`src/common/gpd_regs.svh`:
```
// Pointer map, field positions, reset values and timing of the gamma pointer decoder.
// Included by the package users; definitions only.
`ifndef GPD_REGS_SVH
`define GPD_REGS_SVH

// ==========================================================
// Pointer addresses (full eight-bit pointer byte)
`define GPD_PTR_COMMON 8'h12
`define GPD_PTR_GAIN 8'h1C
`define GPD_PTR_HI_CLAMP 8'h1E
`define GPD_PTR_LO_CLAMP 8'h1F
`define GPD_PTR_REVISION 8'h3C
`define GPD_PTR_IDENT 8'h3D
`define GPD_PTR_RAW 8'h3E
`define GPD_PTR_BANK_CNT 8'h3F

// ==========================================================
// Fields
`define GPD_CTL_HI_BIT 7
`define GPD_CTL_LO_BIT 6
`define GPD_GAIN_TAG 8'h80
`define GPD_NO_INDEX 4'hF
`define GPD_IDX_COMMON 4'h8
`define GPD_IDX_HI 4'h9
`define GPD_IDX_LO 4'hA
`define GPD_NUM_LEVELS 11
`define GPD_LAST_DAC 4'h8

// ==========================================================
// Reset values
`define GPD_GAIN_RST 8'h01
`define GPD_DAC_RST 10'h000
`define GPD_COMMON_RST 10'h200
`define GPD_HI_RST 10'h3FF
`define GPD_LO_RST 10'h000

// ==========================================================
// Timing
`define GPD_INIT_TIME_NS 1200000
`define GPD_CLK_PERIOD_NS 8

`endif

```
`src/common/gpd_pkg.sv`:
```
// Types shared by the gamma pointer decoder modules.
// Assumes nothing of its surroundings.
package gpd_pkg;
    typedef enum logic [2:0] {
        GPD_IDLE = 3'b000,
        GPD_ADDR = 3'b001,
        GPD_ADDR_ACK = 3'b010,
        GPD_RX = 3'b011,
        GPD_RX_ACK = 3'b100,
        GPD_TX = 3'b101,
        GPD_TX_ACK = 3'b110
    } gpd_state_e;

    // Pointer control field as {high, low}
    typedef enum logic [1:0] {
        GPD_OP_ACCESS = 2'b00,
        GPD_OP_GENERAL = 2'b01,
        GPD_OP_SINGLE = 2'b10,
        GPD_OP_BAD = 2'b11
    } gpd_op_e;

    typedef logic [9:0] gpd_level_t;
endpackage

```
`src/core/gpd_init_timer.sv`:
```
// Power-on initialisation timer: ready rises once the gain register may be trusted.
// Assumes a synchronised active-low reset and a clock enable from the top.
`timescale 1ns/1ps
module gpd_init_timer #(
    parameter int CYCLES = 150000
) (
    // Clock and reset
    input wire logic clock_in,
    input wire logic rst_n_in,
    input wire logic clk_en_in,
    // Status
    output logic ready_out
);
    localparam int W = $clog2(CYCLES + 1);
    logic [W-1:0] cnt_q;

    always_ff @(posedge clock_in or negedge rst_n_in) begin
        if (!rst_n_in) begin
            cnt_q <= '0;
            ready_out <= 1'b0;
        end else if (clk_en_in && !ready_out) begin
            cnt_q <= cnt_q + W'(1);
            ready_out <= (cnt_q == W'(CYCLES - 1));
        end
    end

    chk_init_delay: assert property (@(posedge clock_in) disable iff (!rst_n_in)
        $rose(ready_out) |-> $past(cnt_q) == W'(CYCLES - 1))
        else $error("ready rose before the init time");
endmodule

```
`src/core/gpd_gain_switch.sv`:
```
// Turns the one-hot gain word into the eight feedback switch controls.
// Assumes gain_in is one-hot; a word that is not leaves the switches as they were.
`timescale 1ns/1ps
module gpd_gain_switch (
    // Clock and reset
    input wire logic clock_in,
    input wire logic rst_n_in,
    input wire logic clk_en_in,
    // Gain
    input wire logic [7:0] gain_in,
    input wire logic ready_in,
    // Switches, bit k closes position k+1
    output logic [7:0] switch_out,
    output logic inverting_out
);
    // Unity sits on position 8 and the external resistor on position 1, so the map is a bit reversal
    function automatic logic [7:0] reverse8(input logic [7:0] v);
        logic [7:0] r;
        r = 8'h00;
        for (int i = 0; i < 8; i++) begin
            r[7-i] = v[i];
        end
        return r;
    endfunction

    always_ff @(posedge clock_in or negedge rst_n_in) begin
        if (!rst_n_in) begin
            switch_out <= 8'h00;
            inverting_out <= 1'b0;
        end else if (clk_en_in) begin
            if (!ready_in) begin
                switch_out <= 8'h00;
                inverting_out <= 1'b0;
            end else if ($onehot(gain_in)) begin
                switch_out <= reverse8(gain_in);
                inverting_out <= |gain_in[6:1];
            end
        end
    end

    chk_one_switch: assert property (@(posedge clock_in) disable iff (!rst_n_in)
        ready_in && $onehot(gain_in) |=> $onehot(switch_out))
        else $error("not exactly one switch closed");
    chk_buffer_pos: assert property (@(posedge clock_in) disable iff (!rst_n_in)
        clk_en_in && ready_in && gain_in == 8'h01 |=> switch_out == 8'h80)
        else $error("unity gain not on position 8");
    chk_ext_pos: assert property (@(posedge clock_in) disable iff (!rst_n_in)
        clk_en_in && ready_in && gain_in == 8'h80 |=> switch_out == 8'h01 && !inverting_out)
        else $error("external gain not on position 1");
    chk_invert_pos: assert property (@(posedge clock_in) disable iff (!rst_n_in)
        inverting_out == (|switch_out[6:1]))
        else $error("inverting flag disagrees with switch position");
endmodule

```
`src/core/gpd_pointer_decode.sv`:
```
// Two-wire slave, pointer decoder, acquire sequencer and level/gain registers.
// Assumes scl/sda are synchronous to clock_in and much slower than it; sda is open drain.
// The nonvolatile store answers nv_data_in combinationally for nv_addr_out.
`timescale 1ns/1ps
`include "gpd_regs.svh"

// Functional notes
// Control 00: write or read addressed DAC
// Control 01: load pointed DAC from memory; the code loads all DACs for 01 and the pointed DAC for 10
// Control 10: load all DACs; 11 forbidden; the code loads the pointed DAC for 10 and all DACs for 01
// Master puts control bits above address
// Special read-only pointers need exact byte
// Eight gain configurations chosen over bus
// Gain register at 1Ch holds 8 bits
// Gain resets to unity, valid after 1.2ms
// Gain one-hot B0..B7, B15 set
// Exactly one of eight switches closed
// Positions 2..7 give inverting gain
// Plain access clears D7 and D6
// Unused pointers read as zero
// Unity uses position 8, external position 1
// Non one-hot gain write keeps switches
module gpd_pointer_decode #(
    parameter logic [6:0] DEV_ADDR = 7'h4A, // Arbitrary bus address
    parameter logic [15:0] REVISION = 16'h0001, // Arbitrary value
    parameter logic [15:0] IDENT = 16'h00A5, // Arbitrary value
    parameter int INIT_CYCLES = (`GPD_INIT_TIME_NS + `GPD_CLK_PERIOD_NS - 1) / `GPD_CLK_PERIOD_NS
) (
    // Clock, reset, enable
    input wire logic clock_in,
    input wire logic arst_n_in,
    input wire logic clk_en_in,
    // Two-wire bus
    input wire logic scl_in,
    input wire logic sda_in,
    output logic sda_out,
    output logic sda_oe_n_out,
    // Nonvolatile store
    output logic [3:0] nv_addr_out,
    input wire logic [9:0] nv_data_in,
    input wire logic [15:0] bank_count_in,
    // Analog controls
    output logic [`GPD_NUM_LEVELS*10-1:0] level_out,
    output logic [7:0] gain_out,
    output logic [7:0] switch_out,
    output logic inverting_out,
    output logic gain_valid_out
);
    // ==========================================================
    // Reset release
    logic rst_s1_q;
    logic rst_n_q;

    always_ff @(posedge clock_in or negedge arst_n_in) begin
        if (!arst_n_in) begin
            rst_s1_q <= 1'b0;
            rst_n_q <= 1'b0;
        end else begin
            rst_s1_q <= 1'b1;
            rst_n_q <= rst_s1_q;
        end
    end

    // ==========================================================
    // Bus line sampling and conditions
    logic scl_q;
    logic sda_q;
    logic scl_p_q;
    logic sda_p_q;

    always_ff @(posedge clock_in or negedge rst_n_q) begin
        if (!rst_n_q) begin
            scl_q <= 1'b1;
            sda_q <= 1'b1;
            scl_p_q <= 1'b1;
            sda_p_q <= 1'b1;
        end else if (clk_en_in) begin
            scl_q <= scl_in;
            sda_q <= sda_in;
            scl_p_q <= scl_q;
            sda_p_q <= sda_q;
        end
    end

    logic bus_start;
    logic bus_stop;
    logic scl_rise;
    logic scl_fall;
    assign bus_start = scl_q && scl_p_q && sda_p_q && !sda_q;
    assign bus_stop = scl_q && scl_p_q && !sda_p_q && sda_q;
    assign scl_rise = scl_q && !scl_p_q;
    assign scl_fall = !scl_q && scl_p_q;

    // ==========================================================
    // Register storage and decode
    gpd_pkg::gpd_level_t [`GPD_NUM_LEVELS-1:0] level_q;
    logic [7:0] gain_q;
    logic [9:0] raw_q;
    logic [7:0] ptr_q;

    // Storage slot of a pointer; full byte compare keeps control bits out of it
    function automatic logic [3:0] reg_index(input logic [7:0] p);
        logic [3:0] i;
        i = `GPD_NO_INDEX;
        if (p[7:3] == 5'h00) begin
            i = {1'b0, p[2:0]};
        end else if (p == `GPD_PTR_COMMON) begin
            i = `GPD_IDX_COMMON;
        end else if (p == `GPD_PTR_HI_CLAMP) begin
            i = `GPD_IDX_HI;
        end else if (p == `GPD_PTR_LO_CLAMP) begin
            i = `GPD_IDX_LO;
        end
        return i;
    endfunction

    function automatic logic [15:0] rd_word(input logic [7:0] p);
        logic [3:0] i;
        logic [15:0] w;
        i = reg_index(p);
        w = 16'h0000;
        case (p)
            `GPD_PTR_REVISION: w = REVISION;
            `GPD_PTR_IDENT: w = IDENT;
            `GPD_PTR_RAW: w = {6'h00, raw_q};
            `GPD_PTR_BANK_CNT: w = bank_count_in;
            `GPD_PTR_GAIN: w = {`GPD_GAIN_TAG, gain_q};
            default: begin
                if (i != `GPD_NO_INDEX) begin
                    w = {6'h00, level_q[i]};
                end
            end
        endcase
        return w;
    endfunction

    // ==========================================================
    // Byte engine
    gpd_pkg::gpd_state_e st_q;
    logic [7:0] sr_q;
    logic [3:0] bit_q;
    logic rw_q;
    logic lsb_q;
    logic nack_q;
    logic [15:0] hold_q;
    logic [1:0] byte_idx_q;
    logic [7:0] msb_q;

    logic rx_done;
    logic tx_next;
    logic [7:0] ptr_next;
    logic [15:0] rd_cur;
    logic [15:0] rd_nxt;
    assign rx_done = clk_en_in && st_q == gpd_pkg::GPD_RX && scl_fall && bit_q == 4'h8;
    assign tx_next = clk_en_in && st_q == gpd_pkg::GPD_TX_ACK && scl_fall && !nack_q && lsb_q;
    // Sequential access steps only the address field
    assign ptr_next = {ptr_q[7:6], ptr_q[5:0] + 6'h01};
    // A process rather than an assign, so the words follow every stored value the function reads
    always_comb begin
        rd_cur = rd_word(ptr_q);
        rd_nxt = rd_word(ptr_next);
    end

    always_ff @(posedge clock_in or negedge rst_n_q) begin
        if (!rst_n_q) begin
            st_q <= gpd_pkg::GPD_IDLE;
            sr_q <= 8'h00;
            bit_q <= 4'h0;
            rw_q <= 1'b0;
            lsb_q <= 1'b0;
            nack_q <= 1'b0;
            hold_q <= 16'h0000;
            sda_oe_n_out <= 1'b1;
        end else if (clk_en_in) begin
            if (bus_start) begin
                st_q <= gpd_pkg::GPD_ADDR;
                bit_q <= 4'h0;
                sda_oe_n_out <= 1'b1;
            end else if (bus_stop) begin
                st_q <= gpd_pkg::GPD_IDLE;
                sda_oe_n_out <= 1'b1;
            end else begin
                case (st_q)
                    gpd_pkg::GPD_ADDR, gpd_pkg::GPD_RX: begin
                        if (scl_rise) begin
                            sr_q <= {sr_q[6:0], sda_q};
                            bit_q <= bit_q + 4'h1;
                        end else if (scl_fall && bit_q == 4'h8) begin
                            if (st_q == gpd_pkg::GPD_RX) begin
                                st_q <= gpd_pkg::GPD_RX_ACK;
                                sda_oe_n_out <= 1'b0;
                            end else if (sr_q[7:1] == DEV_ADDR) begin
                                st_q <= gpd_pkg::GPD_ADDR_ACK;
                                rw_q <= sr_q[0];
                                sda_oe_n_out <= 1'b0;
                            end else begin
                                st_q <= gpd_pkg::GPD_IDLE;
                            end
                        end
                    end
                    gpd_pkg::GPD_ADDR_ACK, gpd_pkg::GPD_RX_ACK: begin
                        if (scl_fall) begin
                            bit_q <= 4'h0;
                            if (st_q == gpd_pkg::GPD_ADDR_ACK && rw_q) begin
                                st_q <= gpd_pkg::GPD_TX;
                                hold_q <= rd_cur;
                                sr_q <= rd_cur[15:8];
                                sda_oe_n_out <= rd_cur[15];
                                lsb_q <= 1'b0;
                            end else begin
                                st_q <= gpd_pkg::GPD_RX;
                                sda_oe_n_out <= 1'b1;
                            end
                        end
                    end
                    gpd_pkg::GPD_TX: begin
                        if (scl_fall) begin
                            bit_q <= bit_q + 4'h1;
                            if (bit_q == 4'h7) begin
                                st_q <= gpd_pkg::GPD_TX_ACK;
                                sda_oe_n_out <= 1'b1;
                            end else begin
                                sr_q <= {sr_q[6:0], 1'b0};
                                sda_oe_n_out <= sr_q[6];
                            end
                        end
                    end
                    gpd_pkg::GPD_TX_ACK: begin
                        if (scl_rise) begin
                            nack_q <= sda_q;
                        end else if (scl_fall) begin
                            bit_q <= 4'h0;
                            if (nack_q) begin
                                st_q <= gpd_pkg::GPD_IDLE;
                            end else if (!lsb_q) begin
                                st_q <= gpd_pkg::GPD_TX;
                                sr_q <= hold_q[7:0];
                                sda_oe_n_out <= hold_q[7];
                                lsb_q <= 1'b1;
                            end else begin
                                st_q <= gpd_pkg::GPD_TX;
                                hold_q <= rd_nxt;
                                sr_q <= rd_nxt[15:8];
                                sda_oe_n_out <= rd_nxt[15];
                                lsb_q <= 1'b0;
                            end
                        end
                    end
                    default: begin
                        st_q <= gpd_pkg::GPD_IDLE;
                    end
                endcase
            end
        end
    end

    // Open drain: the line is only ever pulled low
    always_ff @(posedge clock_in or negedge rst_n_q) begin
        if (!rst_n_q) begin
            sda_out <= 1'b0;
        end else begin
            sda_out <= 1'b0;
        end
    end

    // ==========================================================
    // Pointer and data byte sequencing
    gpd_pkg::gpd_op_e op;
    logic wr_commit;
    logic [15:0] wr_word;
    logic acq_start;
    assign op = gpd_pkg::gpd_op_e'(sr_q[`GPD_CTL_HI_BIT:`GPD_CTL_LO_BIT]);
    assign wr_commit = rx_done && byte_idx_q == 2'h2;
    assign wr_word = {msb_q, sr_q};
    assign acq_start = rx_done && byte_idx_q == 2'h0;

    always_ff @(posedge clock_in or negedge rst_n_q) begin
        if (!rst_n_q) begin
            ptr_q <= 8'h00;
            byte_idx_q <= 2'h0;
            msb_q <= 8'h00;
        end else if (clk_en_in) begin
            if (bus_start) begin
                byte_idx_q <= 2'h0;
            end else if (rx_done) begin
                case (byte_idx_q)
                    2'h0: begin
                        ptr_q <= sr_q;
                        byte_idx_q <= 2'h1;
                    end
                    2'h1: begin
                        msb_q <= sr_q;
                        byte_idx_q <= 2'h2;
                    end
                    default: begin
                        ptr_q <= ptr_next;
                        byte_idx_q <= 2'h1;
                    end
                endcase
            end else if (tx_next) begin
                ptr_q <= ptr_next;
            end
        end
    end

    // ==========================================================
    // Acquire sequencer: one nonvolatile word per cycle
    logic acq_busy_q;
    logic [3:0] acq_end_q;
    logic [3:0] acq_idx;
    assign acq_idx = reg_index({2'h0, sr_q[5:0]});

    always_ff @(posedge clock_in or negedge rst_n_q) begin
        if (!rst_n_q) begin
            acq_busy_q <= 1'b0;
            acq_end_q <= 4'h0;
            nv_addr_out <= 4'h0;
        end else if (clk_en_in) begin
            if (acq_start && op == gpd_pkg::GPD_OP_SINGLE && acq_idx <= `GPD_LAST_DAC) begin
                acq_busy_q <= 1'b1;
                nv_addr_out <= acq_idx;
                acq_end_q <= acq_idx;
            end else if (acq_start && op == gpd_pkg::GPD_OP_GENERAL) begin
                acq_busy_q <= 1'b1;
                nv_addr_out <= 4'h0;
                acq_end_q <= `GPD_LAST_DAC;
            end else if (acq_busy_q) begin
                acq_busy_q <= nv_addr_out != acq_end_q;
                nv_addr_out <= nv_addr_out + 4'h1;
            end
        end
    end

    // ==========================================================
    // Level and gain registers
    logic [3:0] wr_idx;
    assign wr_idx = reg_index(ptr_q);

    always_ff @(posedge clock_in or negedge rst_n_q) begin
        if (!rst_n_q) begin
            for (int i = 0; i < `GPD_NUM_LEVELS; i++) begin
                level_q[i] <= `GPD_DAC_RST;
            end
            level_q[`GPD_IDX_COMMON] <= `GPD_COMMON_RST;
            level_q[`GPD_IDX_HI] <= `GPD_HI_RST;
            level_q[`GPD_IDX_LO] <= `GPD_LO_RST;
            raw_q <= 10'h000;
        end else if (clk_en_in) begin
            if (acq_busy_q) begin
                level_q[nv_addr_out] <= nv_data_in;
                raw_q <= nv_data_in;
            end
            // Bus write comes last so it wins over a load still running
            if (wr_commit && wr_idx != `GPD_NO_INDEX) begin
                level_q[wr_idx] <= wr_word[9:0];
            end
        end
    end

    always_ff @(posedge clock_in or negedge rst_n_q) begin
        if (!rst_n_q) begin
            gain_q <= `GPD_GAIN_RST;
        end else if (clk_en_in) begin
            if (wr_commit && ptr_q == `GPD_PTR_GAIN && $onehot(wr_word[7:0])) begin
                gain_q <= wr_word[7:0];
            end
        end
    end

    assign level_out = level_q;
    assign gain_out = gain_q;

    // ==========================================================
    // Gain path
    gpd_init_timer #(
        .CYCLES(INIT_CYCLES)
    ) u_timer (
        .clock_in(clock_in),
        .rst_n_in(rst_n_q),
        .clk_en_in(clk_en_in),
        .ready_out(gain_valid_out)
    );

    gpd_gain_switch u_switch (
        .clock_in(clock_in),
        .rst_n_in(rst_n_q),
        .clk_en_in(clk_en_in),
        .gain_in(gain_q),
        .ready_in(gain_valid_out),
        .switch_out(switch_out),
        .inverting_out(inverting_out)
    );

    // ==========================================================
    // Checks (assume clk_en_in held high)
    chk_dac_write: assert property (@(posedge clock_in) disable iff (!rst_n_q)
        wr_commit && ptr_q[7:3] == 5'h00 |=> level_q[$past(ptr_q[2:0])] == $past(wr_word[9:0]))
        else $error("DAC write not stored");
    chk_single_acq: assert property (@(posedge clock_in) disable iff (!rst_n_q)
        acq_start && op == gpd_pkg::GPD_OP_SINGLE && sr_q[5:3] == 3'h0
        |=> acq_busy_q && nv_addr_out == $past(sr_q[3:0]) ##1 !acq_busy_q)
        else $error("single acquire did not load one word");
    chk_general_acq: assert property (@(posedge clock_in) disable iff (!rst_n_q)
        acq_start && op == gpd_pkg::GPD_OP_GENERAL |=> acq_busy_q[*8] ##1 acq_busy_q ##1 !acq_busy_q)
        else $error("general acquire did not load nine words");
    chk_bad_op: assert property (@(posedge clock_in) disable iff (!rst_n_q)
        acq_start && op == gpd_pkg::GPD_OP_BAD && !acq_busy_q |=> !acq_busy_q)
        else $error("forbidden control bits started a load");
    chk_ro_fixed: assert property (@(posedge clock_in) disable iff (!rst_n_q)
        wr_commit && ptr_q[7:2] == 6'h0F |=> $stable(gain_q) && $stable(level_q))
        else $error("read-only pointer was written");
    chk_gain_keep: assert property (@(posedge clock_in) disable iff (!rst_n_q)
        wr_commit && ptr_q == `GPD_PTR_GAIN && !$onehot(wr_word[7:0]) |=> $stable(gain_q))
        else $error("bad gain word accepted");
    chk_gain_store: assert property (@(posedge clock_in) disable iff (!rst_n_q)
        wr_commit && ptr_q == `GPD_PTR_GAIN && $onehot(wr_word[7:0]) |=> gain_q == $past(wr_word[7:0]))
        else $error("gain write not stored");
    chk_gain_read: assert property (@(posedge clock_in) disable iff (!rst_n_q)
        ptr_q == `GPD_PTR_GAIN |-> rd_cur[15] && rd_cur[7:0] == gain_q)
        else $error("gain read word malformed");
    chk_unused_zero: assert property (@(posedge clock_in) disable iff (!rst_n_q)
        (ptr_q >= 8'h08 && ptr_q <= 8'h11) || (ptr_q >= 8'h13 && ptr_q <= 8'h17) |-> rd_cur == 16'h0000)
        else $error("unused pointer read not zero");
    chk_gain_reset: assert property (@(posedge clock_in)
        $rose(rst_n_q) |-> gain_q == `GPD_GAIN_RST && !gain_valid_out)
        else $error("gain reset value wrong");

    cov_single: cover property (@(posedge clock_in) acq_start && op == gpd_pkg::GPD_OP_SINGLE);
    cov_general: cover property (@(posedge clock_in) acq_start && op == gpd_pkg::GPD_OP_GENERAL);
    cov_gain_write: cover property (@(posedge clock_in) wr_commit && ptr_q == `GPD_PTR_GAIN);
    cov_read: cover property (@(posedge clock_in) st_q == gpd_pkg::GPD_TX_ACK && tx_next);
endmodule

```
`config.mk`:
```
export PLATFORM = sky130hd
export DESIGN_NAME = gpd_pointer_decode
export DESIGN_NICKNAME = d
export VERILOG_FILES = /design/src/common/gpd_pkg.sv /design/src/core/gpd_init_timer.sv /design/src/core/gpd_gain_switch.sv /design/src/core/gpd_pointer_decode.sv
export VERILOG_INCLUDE_DIRS = /design/src /design/src/common
export SDC_FILE = /design/constraint.sdc
export NUM_CORES = 1
export LEC_CHECK = 0
export ABC_AREA = 1
export BUFFER_PORTS_ARGS = -buffer_cell sky130_fd_sc_hd__buf_4
export CORE_ASPECT_RATIO = 2
export CORE_MARGIN = 10
export CORE_UTILIZATION = 30
export DETAILED_ROUTE_END_ITERATION = 12
export PLACE_DENSITY = 0.5
export SETUP_SLACK_MARGIN = 0.15
export SYNTH_ARGS = -nofsm -noshare
export SYNTH_HDL_FRONTEND = slang
export SYNTH_HIERARCHICAL = 1
export SYNTH_SLANG_ARGS = --single-unit
export TNS_END_PERCENT = 5
```
`constraint.sdc`:
```
create_clock -name clock_in -period 12.7 [get_ports clock_in]
set_clock_uncertainty 0.05 [all_clocks]
set_input_delay 1.27 -clock clock_in [delete_from_list [all_inputs] [get_ports clock_in]]
set_output_delay 1.27 -clock clock_in [all_outputs]
set_load 0.02 [all_outputs]
```
==> impl_metrics.json <==
{
  "grtUsageTotal": 0.240,
  "ys_seq_area_frac": 0.348,
  "syn2layout_area_growth_pct": 16.3,
  "worst_slew_margin_rel": 0.218,
  "core_um2": 50100,
  "fmax_mhz": 200,
  "post-route-drc-count": 0,
  "drt_iter0_markers": 1513,
  "grt_pass1_vias": 16100,
  "viasPerCell": 5.53,
  "critPathRequiredTime_ns": 13.11,
  "worstMarginPinSlew_ns": 1.17,
  "power.leakage_nw": 8.39,
  "path_class": "flop to flop",
  "async_reset_ff_frac": 1.00,
  "hold_class": "flop to async pin",
  "hold_buffers": 0,
  "root_buffer": "clkbuf_16",
  "drt_wl_total_um": 74800,
  "dieArea_um2": 60600,
  "seq_area_um2": 5280,
  "synth_mux_area_frac": 0,
  "cts_tree": "yes",
  "dr.pass1.iters": 6,
  "start_kind": "flop",
  "dp.cells": 2901,
  "drv_slew": 0,
  "netlist_instances": 2217,
  "grt_first_pass_wirelength_um": 109000,
  "vias": 16300,
  "path_max_fanout": 51,
  "cts_resized": 0,
  "period_minus_slack_ns": 5.00,
  "nets": 2340,
  "synthSimpleGateAreaFrac": 0.276,
  "outcome": "finished clean",
  "path_cells": "ha_1 > inv_1 > nand2_1 > nand2_2 > inv_2 > nand2_1 > nor2_1 > nand2_1 > nand3_2 > buf_4 > nand2_4 > nor2_2 > nand2_1 > nand2_1 > a21oi_1 > nand2_1 > nand2_1 > a21oi_1",
  "dp_hpwl_um": 55600,
  "final_cells": 2947,
  "multi_input_area_um2": 8210,
  "gp_congestion": 0.939,
  "crit_path_max_incr_delay_ns": 0.61,
  "critPathMostFrequentCell": "nand2_1",
  "cts.sinks": 210,
  "final_common_cell": "nand2_1",
  "powerDensity_nw_per_um2": 149,
  "dominantRegCellSynth": "dfrtp_1",
  "fillers": 5436,
  "grt_max_degree": 149,
  "synth-edff-count": 0,
  "final_hold_viol_count": 0,
  "critPathLaunch": "ptr_q[0]$_DFFE_PN0P_",
  "io_pins": 165,
  "port_buffers": 163,
  "postCtsSetupRepairBufs": 0,
  "yosysWarnings": 6,
  "start_util": 0.303,
  "finalSetupTns_ns": 0,
  "grt_remaining_overflow": 0,
  "setup_viol_count_final": 0,
  "ir_drop_mv": 0.0912,
  "wl_per_cell_um": 25.4,
  "cp.arrival_ns": 5.42,
  "htreeDepth": 1,
  "synth_top_family_by_area": "simple AND/OR/NAND/NOR gates",
  "synth_fa_ha_area_frac": 0.0282,
  "numCtsBuffers": 25,
  "insertion_delay_ns": 0.57,
  "mappedNetlistArea_um2": 15200,
  "final_cell_mix": "nand2_1 (582), inv_1 (246), nand3_1 (212)",
  "max_cap_violations": 0,
  "r2r_cells": 18,
  "path_clk_slew_ns": 0.07,
  "reg2reg_from": "ptr_q[0]$_DFFE_PN0P_",
  "antenna_cells": 0,
  "drive_above_1_share": 0.132,
  "synth-xor-area-share": 0.0110,
  "antenna_found_initial": 2,
  "synth_compound_area_frac": 0.225,
  "fp-row-count": 116,
  "slowest_stage": "dfrtp_1",
  "synth-seq-cells": 210,
  "rsz0062_at_grt": "false",
  "postRouteAntennaNets": 0,
  "crit_path_end_kind": "flop",
  "die_y_um": 338,
  "regToRegEndpoint": "hold_q[7]$_DFFE_PN0P_",
  "synth.avg_cell_area_um2": 6.85,
  "ys_types": 55,
  "die_w_um": 179,
  "fin_crit_sh": 0.394,
  "synth_nets": 2278,
  "r2r_slack_ns": 7.70,
  "clockBufferDepth": 3
}
worst max-delay path: cells and delay by family (launching register included):
kind | cells | cell delay [ns]
DFF | 1 | 0.61
AOI/OAI and AO/OA | 2 | 0.26
buffers and inverters | 3 | 1.18
adders and majority gates | 1 | 0.26
and+or+nand+nor | 12 | 2.47
final cells by class:
| class | instances | area share |
|---|---|---|
| flip-flops and latches | 210 | 0.299 |
| well taps | 649 | 0.0460 |
| multi-input cells | 1587 | 0.465 |
| clock inverters | 14 | 0.0147 |
| clock buffers | 32 | 0.0392 |
| repair buffers | 184 | 0.0785 |
| inverters | 271 | 0.0576 |
kinds of logic after synthesis:
group / Yosys count
and+or+nand+nor: 970
AOI/OAI and AO/OA: 566
buffers and inverters: 420
DFF: 210
adders and majority gates: 30
xor gates and xnor gates: 19
other: 2
how the worst max path moves through the flow:
| stage | endpoint | slack, ns |
|---|---|---|
| 2_1_floorplan | acq_busy_q$_DFFE_PN0P_ | 6.39 |
| 3_3_place_gp | hold_q[7]$_DFFE_PN0P_ | 7.84 |
| 3_5_place_dp | hold_q[7]$_DFFE_PN0P_ | 7.84 |
| 4_1_cts | hold_q[7]$_DFFE_PN0P_ | 7.80 |
| 5_1_grt | hold_q[7]$_DFFE_PN0P_ | 7.47 |
| 6_report | hold_q[7]$_DFFE_PN0P_ | 7.70 |
stage by stage:
| stage | total power, mW | worst slack (ns) | hold WS (ns) | util | instance area, um2 |
|---|---|---|---|---|---|
| after global routing | 2.76 | 7.47 | 0.309 | 0.353 | 17700 |
| after floorplan | 1.34 | 6.39 | 0.281 | - | 15200 |
| final | 2.63 | 7.70 | 0.292 | 0.353 | 17700 |
| after detailed placement | 1.79 | 7.84 | 0.287 | 0.334 | 16700 |
| after CTS | 2.65 | 7.80 | 0.301 | 0.353 | 17700 |
| after global placement | 1.77 | 7.84 | 0.285 | 0.334 | 16700 |
Yosys cell counts, drive strengths merged (2+ instances only):
cell type  instances  area (um2)
a21oi             80         400
clkbuf            95         368
clkinv             5        18.8
nand3            215        1090
dfstp             17         447
nand2            595        2290
o22ai             24         150
a211oi            13        97.6
conb               2        7.51
xor2               9        78.8
o221ai             6        52.6
o211ai           170        1280
a31oi              6        37.5
o21ai            248        1240
a22oi              3        22.5
a41oi              3        26.3
buf               54         314
fa                 7         140
ha                23         288
nand4             20         131
inv              266         998
xnor2             10        87.6
a221oi             4        35.0
nor2             113         487
nor3              23         156
dfrtp            193        4830
routing by layer:
| layer | up-vias | global-route usage | wire, um |
|---|---|---|---|
| li1 | 7571 | - | - |
| met2 | 659 | 0.439 | 39700 |
| met4 | 0 | 0.179 | 6380 |
| met5 | - | 0 | 0 |
| met3 | 215 | 0.0291 | 3620 |
| met1 | 7851 | 0.238 | 25100 |
state kept, by name, indices dropped and copies added, names as in the netlist, 2 cells and up:
name	flops
ptr_q	8
hold_q	8
st_q	3
raw_q	10
level_out	110
msb_q	2
sr_q	8
nv_addr_out	4
acq_end_q	4
bit_q	4
u_switch/switch_out	8
gain_out	8
byte_idx_q	2
u_timer/cnt_q	18
power by group:
| part | internal (mW) | switching (mW) | total [mW] |
|---|---|---|---|
| Combinational | 0.262 | 0.621 | 0.884 |
| Clock | 0.528 | 0.329 | 0.857 |
| Sequential | 0.770 | 0.124 | 0.893 |
No activity file was read; power rests on OpenSTA's default activity.
